[src/hdl/cfg_loader_pkg.sv]
// Constants and types for the configuration loader
package cfg_loader_pkg;
    localparam logic [7:0] SIG_LOW_ADDR     = 8'h00;
    localparam logic [7:0] SIG_HIGH_ADDR    = 8'h01;
    localparam logic [7:0] POWER_MGMT_ADDR  = 8'h02;
    localparam logic [7:0] RESERVED_ADDR    = 8'h03;
    localparam logic [7:0] VENDOR_CMD_ADDR  = 8'h04;
    localparam logic [7:0] OPTION_ADDR      = 8'h05;
    localparam logic [7:0] SIG_LOW_VALUE    = 8'h53;
    localparam logic [7:0] SIG_HIGH_VALUE   = 8'h4b;
    localparam logic [7:0] POWER_MGMT_RESET = 8'h00;
    localparam logic [7:0] VENDOR_CMD_RESET = 8'h24;
    localparam logic [7:0] OPTION_RESET     = 8'h07;
    localparam int         OPT_MODE_PAGE    = 5;
    localparam int         OPT_POLL         = 4;
    localparam int         OPT_BUSY_DELAY   = 3;
    localparam int         OPT_SHORT_PKT    = 2;
    localparam int         OPT_SOFT_RESET   = 1;
    localparam int         OPT_SKIP_PIN     = 0;
    localparam logic [6:0] DEV_ADDR_A       = 7'h52;
    localparam logic [6:0] DEV_ADDR_B       = 7'h54;
    localparam int         CFG_BYTES        = 6;
    localparam int         CLK_HZ           = 40_000_000;
    localparam int         BUSY_DELAY_MS    = 120;
    localparam int         BUSY_DELAY_CYC   = (CLK_HZ / 1000) * BUSY_DELAY_MS;
    localparam int         I2C_KHZ          = 100;
    localparam int         I2C_QUARTER_CYC  = CLK_HZ / (I2C_KHZ * 1000 * 4);
    typedef enum logic [1:0] {
        ST_IDLE,
        ST_RUN,
        ST_DONE
    } load_state_t;
endpackage

[src/hdl/eeprom_config_loader.sv]
// Configuration loader reading six bytes from the serial EEPROM
module eeprom_config_loader #(
    parameter int BUSY_DELAY_CYCLES = cfg_loader_pkg::BUSY_DELAY_CYC,
    parameter int QUARTER_CYCLES    = cfg_loader_pkg::I2C_QUARTER_CYC
) (
    // Clock and reset
    input  wire logic       clk_in,
    input  wire logic       rst_n_in,
    // Load control and address strap
    input  wire logic       load_start_in,
    input  wire logic       alt_addr_in,
    // Serial EEPROM pins
    input  wire logic       scl_pin_in,
    output logic            scl_oe_out,
    input  wire logic       sda_pin_in,
    output logic            sda_oe_out,
    // Drive initialisation context
    input  wire logic       drive_is_atapi_in,
    input  wire logic       drive_pm_supported_in,
    input  wire logic       power_up_reset_in,
    input  wire logic       drive_init_in,
    input  wire logic [7:0] cmd_byte0_in,
    input  wire logic       drq_len_mismatch_in,
    // Decoded configuration
    output logic            load_busy_out,
    output logic            cfg_valid_out,
    output logic            nack_error_out,
    output logic [7:0]      power_mgmt_level_out,
    output logic            issue_power_mgmt_out,
    output logic            vendor_cmd_match_out,
    output logic            mode_page8_out,
    output logic            poll_instead_of_interrupt_out,
    output logic            busy_delay_active_out,
    output logic            short_packet_before_stall_out,
    output logic            drive_soft_reset_out,
    output logic            drive_hard_reset_pin_out
);
    import cfg_loader_pkg::*;

    // ----------------------------------------------------------------
    // Pin synchronisers
    // ----------------------------------------------------------------
    logic [2:0] sda_sync;
    logic [2:0] scl_sync;
    logic       sda_s;
    logic       scl_s;
    always_ff @(posedge clk_in) begin
        if (!rst_n_in) begin
            sda_sync <= 3'h7;
            scl_sync <= 3'h7;
            sda_s    <= 1'b1;
            scl_s    <= 1'b1;
        end else begin
            sda_sync <= {sda_sync[1:0], sda_pin_in};
            scl_sync <= {scl_sync[1:0], scl_pin_in};
            if (sda_sync[1] == sda_sync[2]) begin
                sda_s <= sda_sync[2];
            end
            if (scl_sync[1] == scl_sync[2]) begin
                scl_s <= scl_sync[2];
            end
        end
    end

    // ----------------------------------------------------------------
    // Bit sequencer: start, write dev, addr 0, restart, read 6, stop
    // ----------------------------------------------------------------
    // Script steps: each step is one serial bit time of four quarters
    localparam int STEPS = 1 + 9 + 9 + 1 + 9 + CFG_BYTES * 9 + 1;
    load_state_t state;
    logic [15:0] quarter_cnt;
    logic [1:0]  phase;
    logic [6:0]  step;
    logic [7:0]  shift;
    logic [2:0]  byte_idx;
    logic [7:0]  cfg_mem [CFG_BYTES];
    logic        nack;
    logic [6:0]  dev_addr;
    logic [7:0]  tx_byte;
    logic [3:0]  bit_pos;
    logic [6:0]  rd_base;
    logic        scl_hi;
    logic        sda_drive_low;
    logic        is_ack_slot;
    logic        is_read_bit;

    assign dev_addr = alt_addr_in ? DEV_ADDR_B : DEV_ADDR_A;
    assign rd_base  = 7'd20 + 7'd9;

    always_comb begin
        scl_hi        = (phase == 2'd1) || (phase == 2'd2);
        sda_drive_low = 1'b0;
        is_ack_slot   = 1'b0;
        is_read_bit   = 1'b0;
        tx_byte       = 8'h00;
        bit_pos       = 4'd0;
        if (step == 7'd0 || step == 7'd19) begin
            // Start or repeated start: SDA falls while SCL high
            sda_drive_low = (phase == 2'd2) || (phase == 2'd3);
            scl_hi        = (phase != 2'd3);
        end else if (step == 7'(STEPS - 1)) begin
            // Stop: SDA rises while SCL high
            sda_drive_low = (phase == 2'd0) || (phase == 2'd1);
            scl_hi        = (phase != 2'd0);
        end else if (step < 7'd29) begin
            if (step < 7'd10) begin
                tx_byte = {dev_addr, 1'b0};
                bit_pos = 4'(step - 7'd1);
            end else if (step < 7'd19) begin
                tx_byte = SIG_LOW_ADDR;
                bit_pos = 4'(step - 7'd10);
            end else begin
                tx_byte = {dev_addr, 1'b1};
                bit_pos = 4'(step - 7'd20);
            end
            if (bit_pos == 4'd8) begin
                is_ack_slot = 1'b1;
            end else begin
                sda_drive_low = !tx_byte[3'(7 - bit_pos)];
            end
        end else begin
            bit_pos = 4'((step - rd_base) % 7'd9);
            if (bit_pos == 4'd8) begin
                // Master acks all but the last byte
                sda_drive_low = (byte_idx != 3'(CFG_BYTES - 1));
            end else begin
                is_read_bit = 1'b1;
            end
        end
    end

    always_ff @(posedge clk_in) begin
        if (!rst_n_in) begin
            state       <= ST_IDLE;
            quarter_cnt <= 16'h0000;
            phase       <= 2'd0;
            step        <= 7'd0;
            shift       <= 8'h00;
            byte_idx    <= 3'd0;
            nack        <= 1'b0;
            scl_oe_out  <= 1'b0;
            sda_oe_out  <= 1'b0;
            for (int i = 0; i < CFG_BYTES; i++) begin
                cfg_mem[i] <= 8'h00;
            end
        end else begin
            case (state)
                ST_IDLE: begin
                    scl_oe_out <= 1'b0;
                    sda_oe_out <= 1'b0;
                    if (load_start_in) begin
                        state       <= ST_RUN;
                        step        <= 7'd0;
                        phase       <= 2'd0;
                        quarter_cnt <= 16'h0000;
                        byte_idx    <= 3'd0;
                        nack        <= 1'b0;
                    end
                end
                ST_RUN: begin
                    scl_oe_out <= !scl_hi;
                    sda_oe_out <= sda_drive_low;
                    // Wait while the EEPROM stretches the clock
                    if (scl_hi && !scl_s && quarter_cnt == 16'h0000) begin
                        quarter_cnt <= 16'h0000;
                    end else if (quarter_cnt == 16'(QUARTER_CYCLES - 1)) begin
                        quarter_cnt <= 16'h0000;
                        phase       <= phase + 2'd1;
                        if (phase == 2'd2 && is_ack_slot && sda_s) begin
                            nack <= 1'b1;
                        end
                        if (phase == 2'd2 && is_read_bit) begin
                            shift <= {shift[6:0], sda_s};
                        end
                        if (phase == 2'd3) begin
                            if (bit_pos == 4'd8 && step >= rd_base) begin
                                cfg_mem[byte_idx] <= shift;
                                byte_idx          <= byte_idx + 3'd1;
                            end
                            if (step == 7'(STEPS - 1)) begin
                                state <= ST_DONE;
                            end else begin
                                step <= step + 7'd1;
                            end
                        end
                    end else begin
                        quarter_cnt <= quarter_cnt + 16'h0001;
                    end
                end
                ST_DONE: begin
                    scl_oe_out <= 1'b0;
                    sda_oe_out <= 1'b0;
                    if (load_start_in) begin
                        state <= ST_IDLE;
                    end
                end
                default: begin
                    state <= ST_IDLE;
                end
            endcase
        end
    end

    // ----------------------------------------------------------------
    // Validation and decoded settings
    // ----------------------------------------------------------------
    logic sig_ok;
    assign sig_ok = (cfg_mem[0] == SIG_LOW_VALUE) && (cfg_mem[1] == SIG_HIGH_VALUE);

    logic [7:0] power_mgmt;
    logic [7:0] vendor_cmd;
    logic [7:0] options;
    always_ff @(posedge clk_in) begin
        if (!rst_n_in) begin
            power_mgmt     <= POWER_MGMT_RESET;
            vendor_cmd     <= VENDOR_CMD_RESET;
            options        <= OPTION_RESET;
            cfg_valid_out  <= 1'b0;
            nack_error_out <= 1'b0;
        end else if (state == ST_RUN && step == 7'(STEPS - 1) && phase == 2'd3
                     && quarter_cnt == 16'(QUARTER_CYCLES - 1)) begin
            nack_error_out <= nack;
            if (sig_ok && !nack) begin
                power_mgmt    <= cfg_mem[2];
                vendor_cmd    <= cfg_mem[4];
                options       <= cfg_mem[5];
                cfg_valid_out <= 1'b1;
            end else begin
                power_mgmt    <= POWER_MGMT_RESET;
                vendor_cmd    <= VENDOR_CMD_RESET;
                options       <= OPTION_RESET;
                cfg_valid_out <= 1'b0;
            end
        end
    end

    // Busy delay counter while data lengths disagree
    logic [31:0] delay_cnt;
    always_ff @(posedge clk_in) begin
        if (!rst_n_in) begin
            delay_cnt <= 32'h0;
        end else if (options[OPT_BUSY_DELAY] && drq_len_mismatch_in) begin
            if (delay_cnt != 32'(BUSY_DELAY_CYCLES)) begin
                delay_cnt <= delay_cnt + 32'h1;
            end
        end else begin
            delay_cnt <= 32'h0;
        end
    end

    assign load_busy_out                 = (state == ST_RUN);
    assign power_mgmt_level_out          = power_mgmt;
    assign issue_power_mgmt_out          = drive_init_in && !drive_is_atapi_in
                                           && drive_pm_supported_in
                                           && (power_mgmt != 8'h00);
    assign vendor_cmd_match_out          = (cmd_byte0_in == vendor_cmd);
    assign mode_page8_out                = options[OPT_MODE_PAGE];
    assign poll_instead_of_interrupt_out = options[OPT_POLL];
    assign busy_delay_active_out         = options[OPT_BUSY_DELAY] && drq_len_mismatch_in
                                           && (delay_cnt != 32'(BUSY_DELAY_CYCLES));
    assign short_packet_before_stall_out = options[OPT_SHORT_PKT];
    assign drive_soft_reset_out          = drive_init_in && options[OPT_SOFT_RESET];
    assign drive_hard_reset_pin_out      = power_up_reset_in
                                           || (drive_init_in && !options[OPT_SKIP_PIN]);

    // ----------------------------------------------------------------
    // Assertions
    // ----------------------------------------------------------------
    pm_atapi_block_a: assert property (@(posedge clk_in) disable iff (!rst_n_in)
        drive_is_atapi_in |-> !issue_power_mgmt_out)
        else $error("power management issued to ATAPI drive");
    pm_zero_block_a: assert property (@(posedge clk_in) disable iff (!rst_n_in)
        (power_mgmt_level_out == 8'h00) |-> !issue_power_mgmt_out)
        else $error("power management issued with zero level");
    pm_issue_a: assert property (@(posedge clk_in) disable iff (!rst_n_in)
        (drive_init_in && !drive_is_atapi_in && drive_pm_supported_in
         && power_mgmt_level_out != 8'h00) |-> issue_power_mgmt_out)
        else $error("power management not issued");
    sig_gate_a: assert property (@(posedge clk_in) disable iff (!rst_n_in)
        $rose(cfg_valid_out) |-> $past(cfg_mem[0]) == SIG_LOW_VALUE)
        else $error("config accepted with bad first signature");
    sig_high_a: assert property (@(posedge clk_in) disable iff (!rst_n_in)
        $rose(cfg_valid_out) |-> $past(cfg_mem[1]) == SIG_HIGH_VALUE)
        else $error("config accepted with bad second signature");
    default_keep_a: assert property (@(posedge clk_in) disable iff (!rst_n_in)
        !cfg_valid_out |-> (options == OPTION_RESET && vendor_cmd == VENDOR_CMD_RESET))
        else $error("defaults not kept without valid signature");
    vendor_match_a: assert property (@(posedge clk_in) disable iff (!rst_n_in)
        (!load_busy_out && cmd_byte0_in == (cfg_valid_out ? cfg_mem[4] : VENDOR_CMD_RESET))
        |-> vendor_cmd_match_out)
        else $error("vendor command match wrong");
    hard_reset_a: assert property (@(posedge clk_in) disable iff (!rst_n_in)
        (drive_init_in && options[OPT_SKIP_PIN] && !power_up_reset_in)
        |-> !drive_hard_reset_pin_out)
        else $error("hard reset pin asserted while skipped");
    busy_bound_a: assert property (@(posedge clk_in) disable iff (!rst_n_in)
        busy_delay_active_out |-> delay_cnt < 32'(BUSY_DELAY_CYCLES))
        else $error("busy delay exceeded its bound");
    poll_opt_a: assert property (@(posedge clk_in) disable iff (!rst_n_in)
        $changed(poll_instead_of_interrupt_out) |-> $past(load_busy_out))
        else $error("poll select changed outside a load");

    load_done_c: cover property (@(posedge clk_in) disable iff (!rst_n_in)
        $rose(cfg_valid_out));
    load_bad_c: cover property (@(posedge clk_in) disable iff (!rst_n_in)
        $fell(load_busy_out) && !cfg_valid_out);
    pm_issue_c: cover property (@(posedge clk_in) disable iff (!rst_n_in)
        issue_power_mgmt_out);
endmodule

[config.mk]
export PLATFORM = sky130hd
export DESIGN_NAME = eeprom_config_loader
export DESIGN_NICKNAME = d
export VERILOG_FILES = /design/src/hdl/cfg_loader_pkg.sv /design/src/hdl/eeprom_config_loader.sv
export SDC_FILE = /design/constraint.sdc
export NUM_CORES = 1
export LEC_CHECK = 0
export BUFFER_PORTS_ARGS = -buffer_cell sky130_fd_sc_hd__buf_2
export CAP_MARGIN = 20
export CORE_ASPECT_RATIO = 0.6
export CORE_MARGIN = 2
export CORE_UTILIZATION = 30
export DETAILED_ROUTE_END_ITERATION = 7
export GPL_ROUTABILITY_DRIVEN = 0
export SYNTH_ARGS = -nofsm -noshare
export SYNTH_HDL_FRONTEND = slang
export SYNTH_SLANG_ARGS = --single-unit
[constraint.sdc]
create_clock -name clk_in -period 5.9 [get_ports clk_in]
set_input_delay 1.18 -clock clk_in [delete_from_list [all_inputs] [get_ports clk_in]]
set_output_delay 1.18 -clock clk_in [all_outputs]
set_load 0.05 [all_outputs]
# After elaboration in Yosys (flattened, before gate mapping)

Memory sizes are Yosys's and may differ from the RTL's.
Index checks and enable logic that the tools add are counted.

$add $sub $neg: 10
Div/mod/pow operators: 1
Magnitude comparators: 5
Eq/ne operators: 28
Muxes and demuxes: 79
Bitwise logic cells: 1
Reductions and logical operators: 47

Operators by type and width:

| operator                | number |
|---|---|
| $mux W8                 | 8 |
| $mux W16                | 3 |
| $mux W7                 | 5 |
| $add A32 B1 Y32 const B | 1 |
| $mux W4                 | 8 |
| $ne A32 B23 Y1 const B  | 1 |
| $pmux W16 S2            | 1 |
| $mux W1                 | 30 |
| $mux W3                 | 7 |
| $logic_and A1 B1 Y1     | 18 |
| $reduce_and A6 Y1       | 3 |
| $add A16 B1 Y16 const B | 1 |
| $eq A16 B7 Y1 const B   | 1 |
| $eq A8 B7 Y1 const B    | 2 |
| $logic_not A16 Y1       | 1 |
| $mux W2                 | 8 |
| $lt A7 B5 Y1 const B    | 2 |
| $pmux W7 S2             | 1 |
| $eq A4 B4 Y1 const B    | 3 |
| $ne A2 B1 Y1 const B    | 5 |
| $ne A2 B2 Y1 const B    | 5 |
| $eq A8 B8 Y1            | 1 |
| $reduce_and A4 Y1       | 2 |
| $reduce_bool A8 Y1      | 1 |
| other kinds (34)        | 53 |

Bits in registers: 105
Memory bits (writable): 48
Input bits: 19
Output and inout bits: 21
Logic and storage cells: 191
Memories: 1

Memory list:

| name    | words | width | read ports | clocked after memory_dff | wr ports | RTL line                   | source |
|---|---|---|---|---|---|---|---|
| cfg_mem | 6     | 8     | 5          | 0                        | 6        | eeprom_config_loader.sv:76 | `logic [7:0] cfg_mem [CFG_BYTES];` |

# Logic depth before layout (Yosys ltp)

Word-level depth: 20
Depth in mapped cells: 23
Gate-level depth less buffers: 17

# Worst setup path before layout

No wires, ideal clock.

Path type: register -> register
Start: register step[0]
End: memory cfg_mem[1][0] (enable)
Setup time: 387 ps
Data arrival time: 4837 ps
Required time: 5513 ps
Slack: 677 ps
Stages on the path, launching flop included: 23
Buffers on the path: 5
Period minus slack after synthesis: 5223 ps
Cells stage by stage: dfxtp_1 -> buf_6 -> clkbuf_1 -> inv_1 -> ha_1 -> buf_4 -> and3b_1 -> o211a_1 -> buf_6 -> a21oi_1 -> o22ai_2 -> a31o_2 -> inv_1 -> ha_1 -> a21oi_1 -> a31oi_1 -> o21ai_1 -> inv_1 -> nor4_2 -> o221ai_2 -> or4_1 -> buf_2 -> o31ai_1

RTL lines:

| what                   | RTL line                    | source |
|---|---|---|
| from (decl)            | eeprom_config_loader.sv:73  | `logic [6:0] step;` |
| from (signal assigned) | eeprom_config_loader.sv:183 | `step <= step + 7'd1;` |
| to (decl)              | eeprom_config_loader.sv:76  |  |

==> flow_metrics.tcl <==
set metrics [dict create \
    row_count 45 \
    via_per_inst 5.13 \
    number_of_remaining_drc_errors 0 \
    run_status "completed" \
    number_of_synthesis_warnings 0 \
    worst_hold_path.num_cells 1 \
    holdCritStartpoint "sda_sync[0]" \
    asyncSetResetFlopFracSynth 0 \
    die_height_um 128 \
    most_frequent_cells_in_the_layout "sky130_fd_sc_hd__dfxtp_1, sky130_fd_sc_hd__nor2_1, sky130_fd_sc_hd__nand2_1, sky130_fd_sc_hd__nand3_1, sky130_fd_sc_hd__a21oi_1" \
    numCtsBuffers 17 \
    regToRegStartpoint "step[1]" \
    setup.worst_path.start_class "flip-flop" \
    reg2reg_slack_ns 0.31 \
    finalClockSkew_ns 0.00974 \
    synth-seq-area-share 0.422 \
    synth-adder-area-share 0.0405 \
    fp.dieW_um 211 \
    yosys.cell_types.count 81 \
    pre_cts_ws_ns 0.337 \
    cp_data_arrival_time_ns 5.63 \
    grt_pass1_vias 5715 \
    setup_ws_ns 0.311 \
    power.ir.vdd_worst_mv 0.216 \
    antennaDiodeCount 0 \
    core_region_area_um2 25200 \
    report.final.slew_viol_count 0 \
    grt_usage 0.145 \
    area_growth_pct 13.9 \
    syn_area_um2 7690 \
    drt-pass1-iter-count 5 \
    final_critical_delay_including_setup_and_external_delays_ns 5.59 \
    cts_hold_repair.buffers 0 \
    layout_commonest_cell "sky130_fd_sc_hd__dfxtp_1" \
    ctsRootBufferMaster "sky130_fd_sc_hd__clkbuf_16" \
    detailroute.via_count 6348 \
    worstRegToRegCells 17 \
    worst_skew_pair.late_latency_ns 0.42 \
    hpwl_um 13400 \
    crit_fanout 10 \
    initial_antenna_violation_count 0 \
    final_antenna_net_count 0 \
    max_cap_violations 0 \
    cts.sink_count 143 \
    global_route_wire_length_before_repair_um 31200 \
    regToRegEndpoint "cfg_mem[4][5]" \
    synthesis.area_per_instance_um2 8.86 \
    synthFlopType "sky130_fd_sc_hd__dfxtp_1" \
    timing.critical_path.to_type "flip-flop" \
    nNetsFinal 938 \
    power_density_nw_per_um2 242 \
    wirelength_um 18700 \
    worstPathRequired_ns 5.94 \
    synth-simple-area-share 0.277 \
    drt_first_iter_violations 524 \
    worst_max_slew_margin_expressed_relative_to_the_limit 0.380 \
    synth.ff_latch_count 143 \
    grt_overflow 0 \
    fillers 2602 \
    synth_compound_area_frac 0.140 \
    max_freq_ghz 0.179 \
    clk_pin_slew_worst_paths_ns 0.06 \
    multiInputGateArea_um2 4130 \
    cts.path.max_buffers 2 \
    worst_slew_pin_slew_ns 0.922 \
    yosys.area_share.xor_xnor 0.0701 \
    power.total_mw 2.12 \
    grt_start_max_net_pins 42 \
    design.portCount 40 \
    seq_area_um2 3240 \
    hold_crit_endpoint "sda_sync[1]" \
    synth_fp_nets 911 \
    synth.area.mux_share 0.00667 \
    fin_crit_sh 0.947 \
    timing_hold_violations_final 0 \
    final-setup-viol-count 0 \
    drt-wirelength-per-cell_um 15.1 \
    synth_enable_flop_cells 38 \
    io_buffers 39 \
    post_synth_inst_count 868 \
    die-area_um2 27000 \
    critical_path_class "flip-flop to flip-flop" \
    clock_h_tree_levels 4 \
    largest_family_of_logic_cells_by_synthesized_area "simple AND/OR/NAND/NOR gates" \
    hold_path_class "flip-flop to flip-flop" \
    holdWs_ns 0.405 \
    ratio_of_cells_with_drive_above_1_in_the_final_layout 0.133 \
    power_leakage_nw 2.96 \
    tritoncts "done" \
    grt_setup_unrepaired "true" \
    floorplan.initialDensity 0.305 \
]
==> cells in the mapped netlist, types with 13 or more instances <==
cell                       count  area (um^2)
sky130_fd_sc_hd__dfxtp_1     105         2100
sky130_fd_sc_hd__clkbuf_1     26         97.6
sky130_fd_sc_hd__o21ai_0      37          185
sky130_fd_sc_hd__a21oi_1      50          250
sky130_fd_sc_hd__nand3_1      64          320
sky130_fd_sc_hd__nor4_1       13         81.3
sky130_fd_sc_hd__nor3_1       35          175
sky130_fd_sc_hd__nand2_1      75          282
sky130_fd_sc_hd__xor2_1       30          263
sky130_fd_sc_hd__inv_1        29          109
sky130_fd_sc_hd__nor2_1       95          357
sky130_fd_sc_hd__ha_1         24          300
sky130_fd_sc_hd__and3_1       15         93.8
sky130_fd_sc_hd__or3_1        14         87.6
sky130_fd_sc_hd__edfxtp_1     38         1140
sky130_fd_sc_hd__nand4_1      16          100
sky130_fd_sc_hd__nand2b_1     15         93.8
sky130_fd_sc_hd__xnor2_1      26          228
==> cells by family after synthesis <==
kind of cell             Yosys count
buffers and inverters             74
adder cells (fa/ha/maj)           25
XOR/XNOR                          59
multiplexers                       5
flip-flops                       143
AO/OA/AOI/OAI                    158
AND/OR/NAND/NOR                  404
==> worst max-delay path by stage <==
stage,slack (ns),to,cells past startpoint,startpoint
floorplan,0.68,cfg_mem[1][0],22,step[0]
global placement,0.55,cfg_mem[4][5],17,step[1]
detailed placement,0.34,cfg_mem[4][0],17,step[1]
CTS,0.32,cfg_mem[4][5],17,step[1]
global route,-0.08,cfg_mem[0][3],17,step[1]
finish,0.31,cfg_mem[4][5],17,step[1]
==> registers in the layout, indices dropped and copies added (netlist names), 6 cells and up <==
register / cells
cfg_mem: 38
delay_cnt: 32
quarter_cnt: 16
power_mgmt_level_out: 8
shift: 8
vendor_cmd: 8
step: 7
options: 6
==> per-layer routing <==
layer / GRT usage / vias to the layer above / routed length [um]
met5: 0 / - / 0
li1: - / 3172 / -
met1: 0.237 / 2965 / 10500
met3: 0.0321 / 11 / 1270
met2: 0.184 / 200 / 6810
met4: 0.0340 / 0 / 130
==> metrics by stage <==
stage,util,setup TNS [ns],instance area (um^2),cells
finish,0.347,0,8760,1237
global route,0.347,-1.11,8760,1237
CTS,0.347,0,8750,1237
detailed placement,0.324,0,8180,1205
global placement,0.324,0,8180,1205
floorplan,-,0,7690,868
==> critical path: stages (launching register included) <==
cell                       delay [ns]
sky130_fd_sc_hd__dfxtp_1         0.51
sky130_fd_sc_hd__inv_1           0.25
sky130_fd_sc_hd__ha_1            0.36
sky130_fd_sc_hd__and3b_1         0.32
sky130_fd_sc_hd__o211a_1         0.43
sky130_fd_sc_hd__a21oi_1         0.16
sky130_fd_sc_hd__o22ai_2         0.24
sky130_fd_sc_hd__a31o_2          0.18
sky130_fd_sc_hd__inv_1           0.06
sky130_fd_sc_hd__ha_1            0.17
sky130_fd_sc_hd__a21oi_1         0.14
sky130_fd_sc_hd__a31oi_1         0.10
sky130_fd_sc_hd__o21ai_1         0.25
sky130_fd_sc_hd__inv_1           0.14
sky130_fd_sc_hd__nor4_2          0.33
sky130_fd_sc_hd__o221ai_2        0.23
sky130_fd_sc_hd__or4_1           0.64
sky130_fd_sc_hd__o31ai_2         0.69
==> final cells by class <==
| class | instances | area share |
|---|---|---|
| inverters | 30 | 0.0129 |
| clock inverters | 13 | 0.0159 |
| well taps | 329 | 0.0470 |
| flip-flops and latches | 143 | 0.370 |
| repair buffers | 52 | 0.0334 |
| clock buffers | 19 | 0.0494 |
| multi-input cells | 651 | 0.471 |
==> report_power, final <==
group          internal, mW  switching, mW  leakage [nW]
combinational        0.0169         0.0352          1.44
clock                 0.623          0.427         0.269
sequential             1.01        0.00576          1.26
total                  1.65          0.468          2.96
==> repair_timing <==
action / CTS / global route
setup endpoints to repair: 0 / 24
resized for setup: 0 / 1
endpoints found under the hold margin: 0 / 0
setup buffers: 0 / 0
No activity file was read; power rests on OpenSTA's default activity.
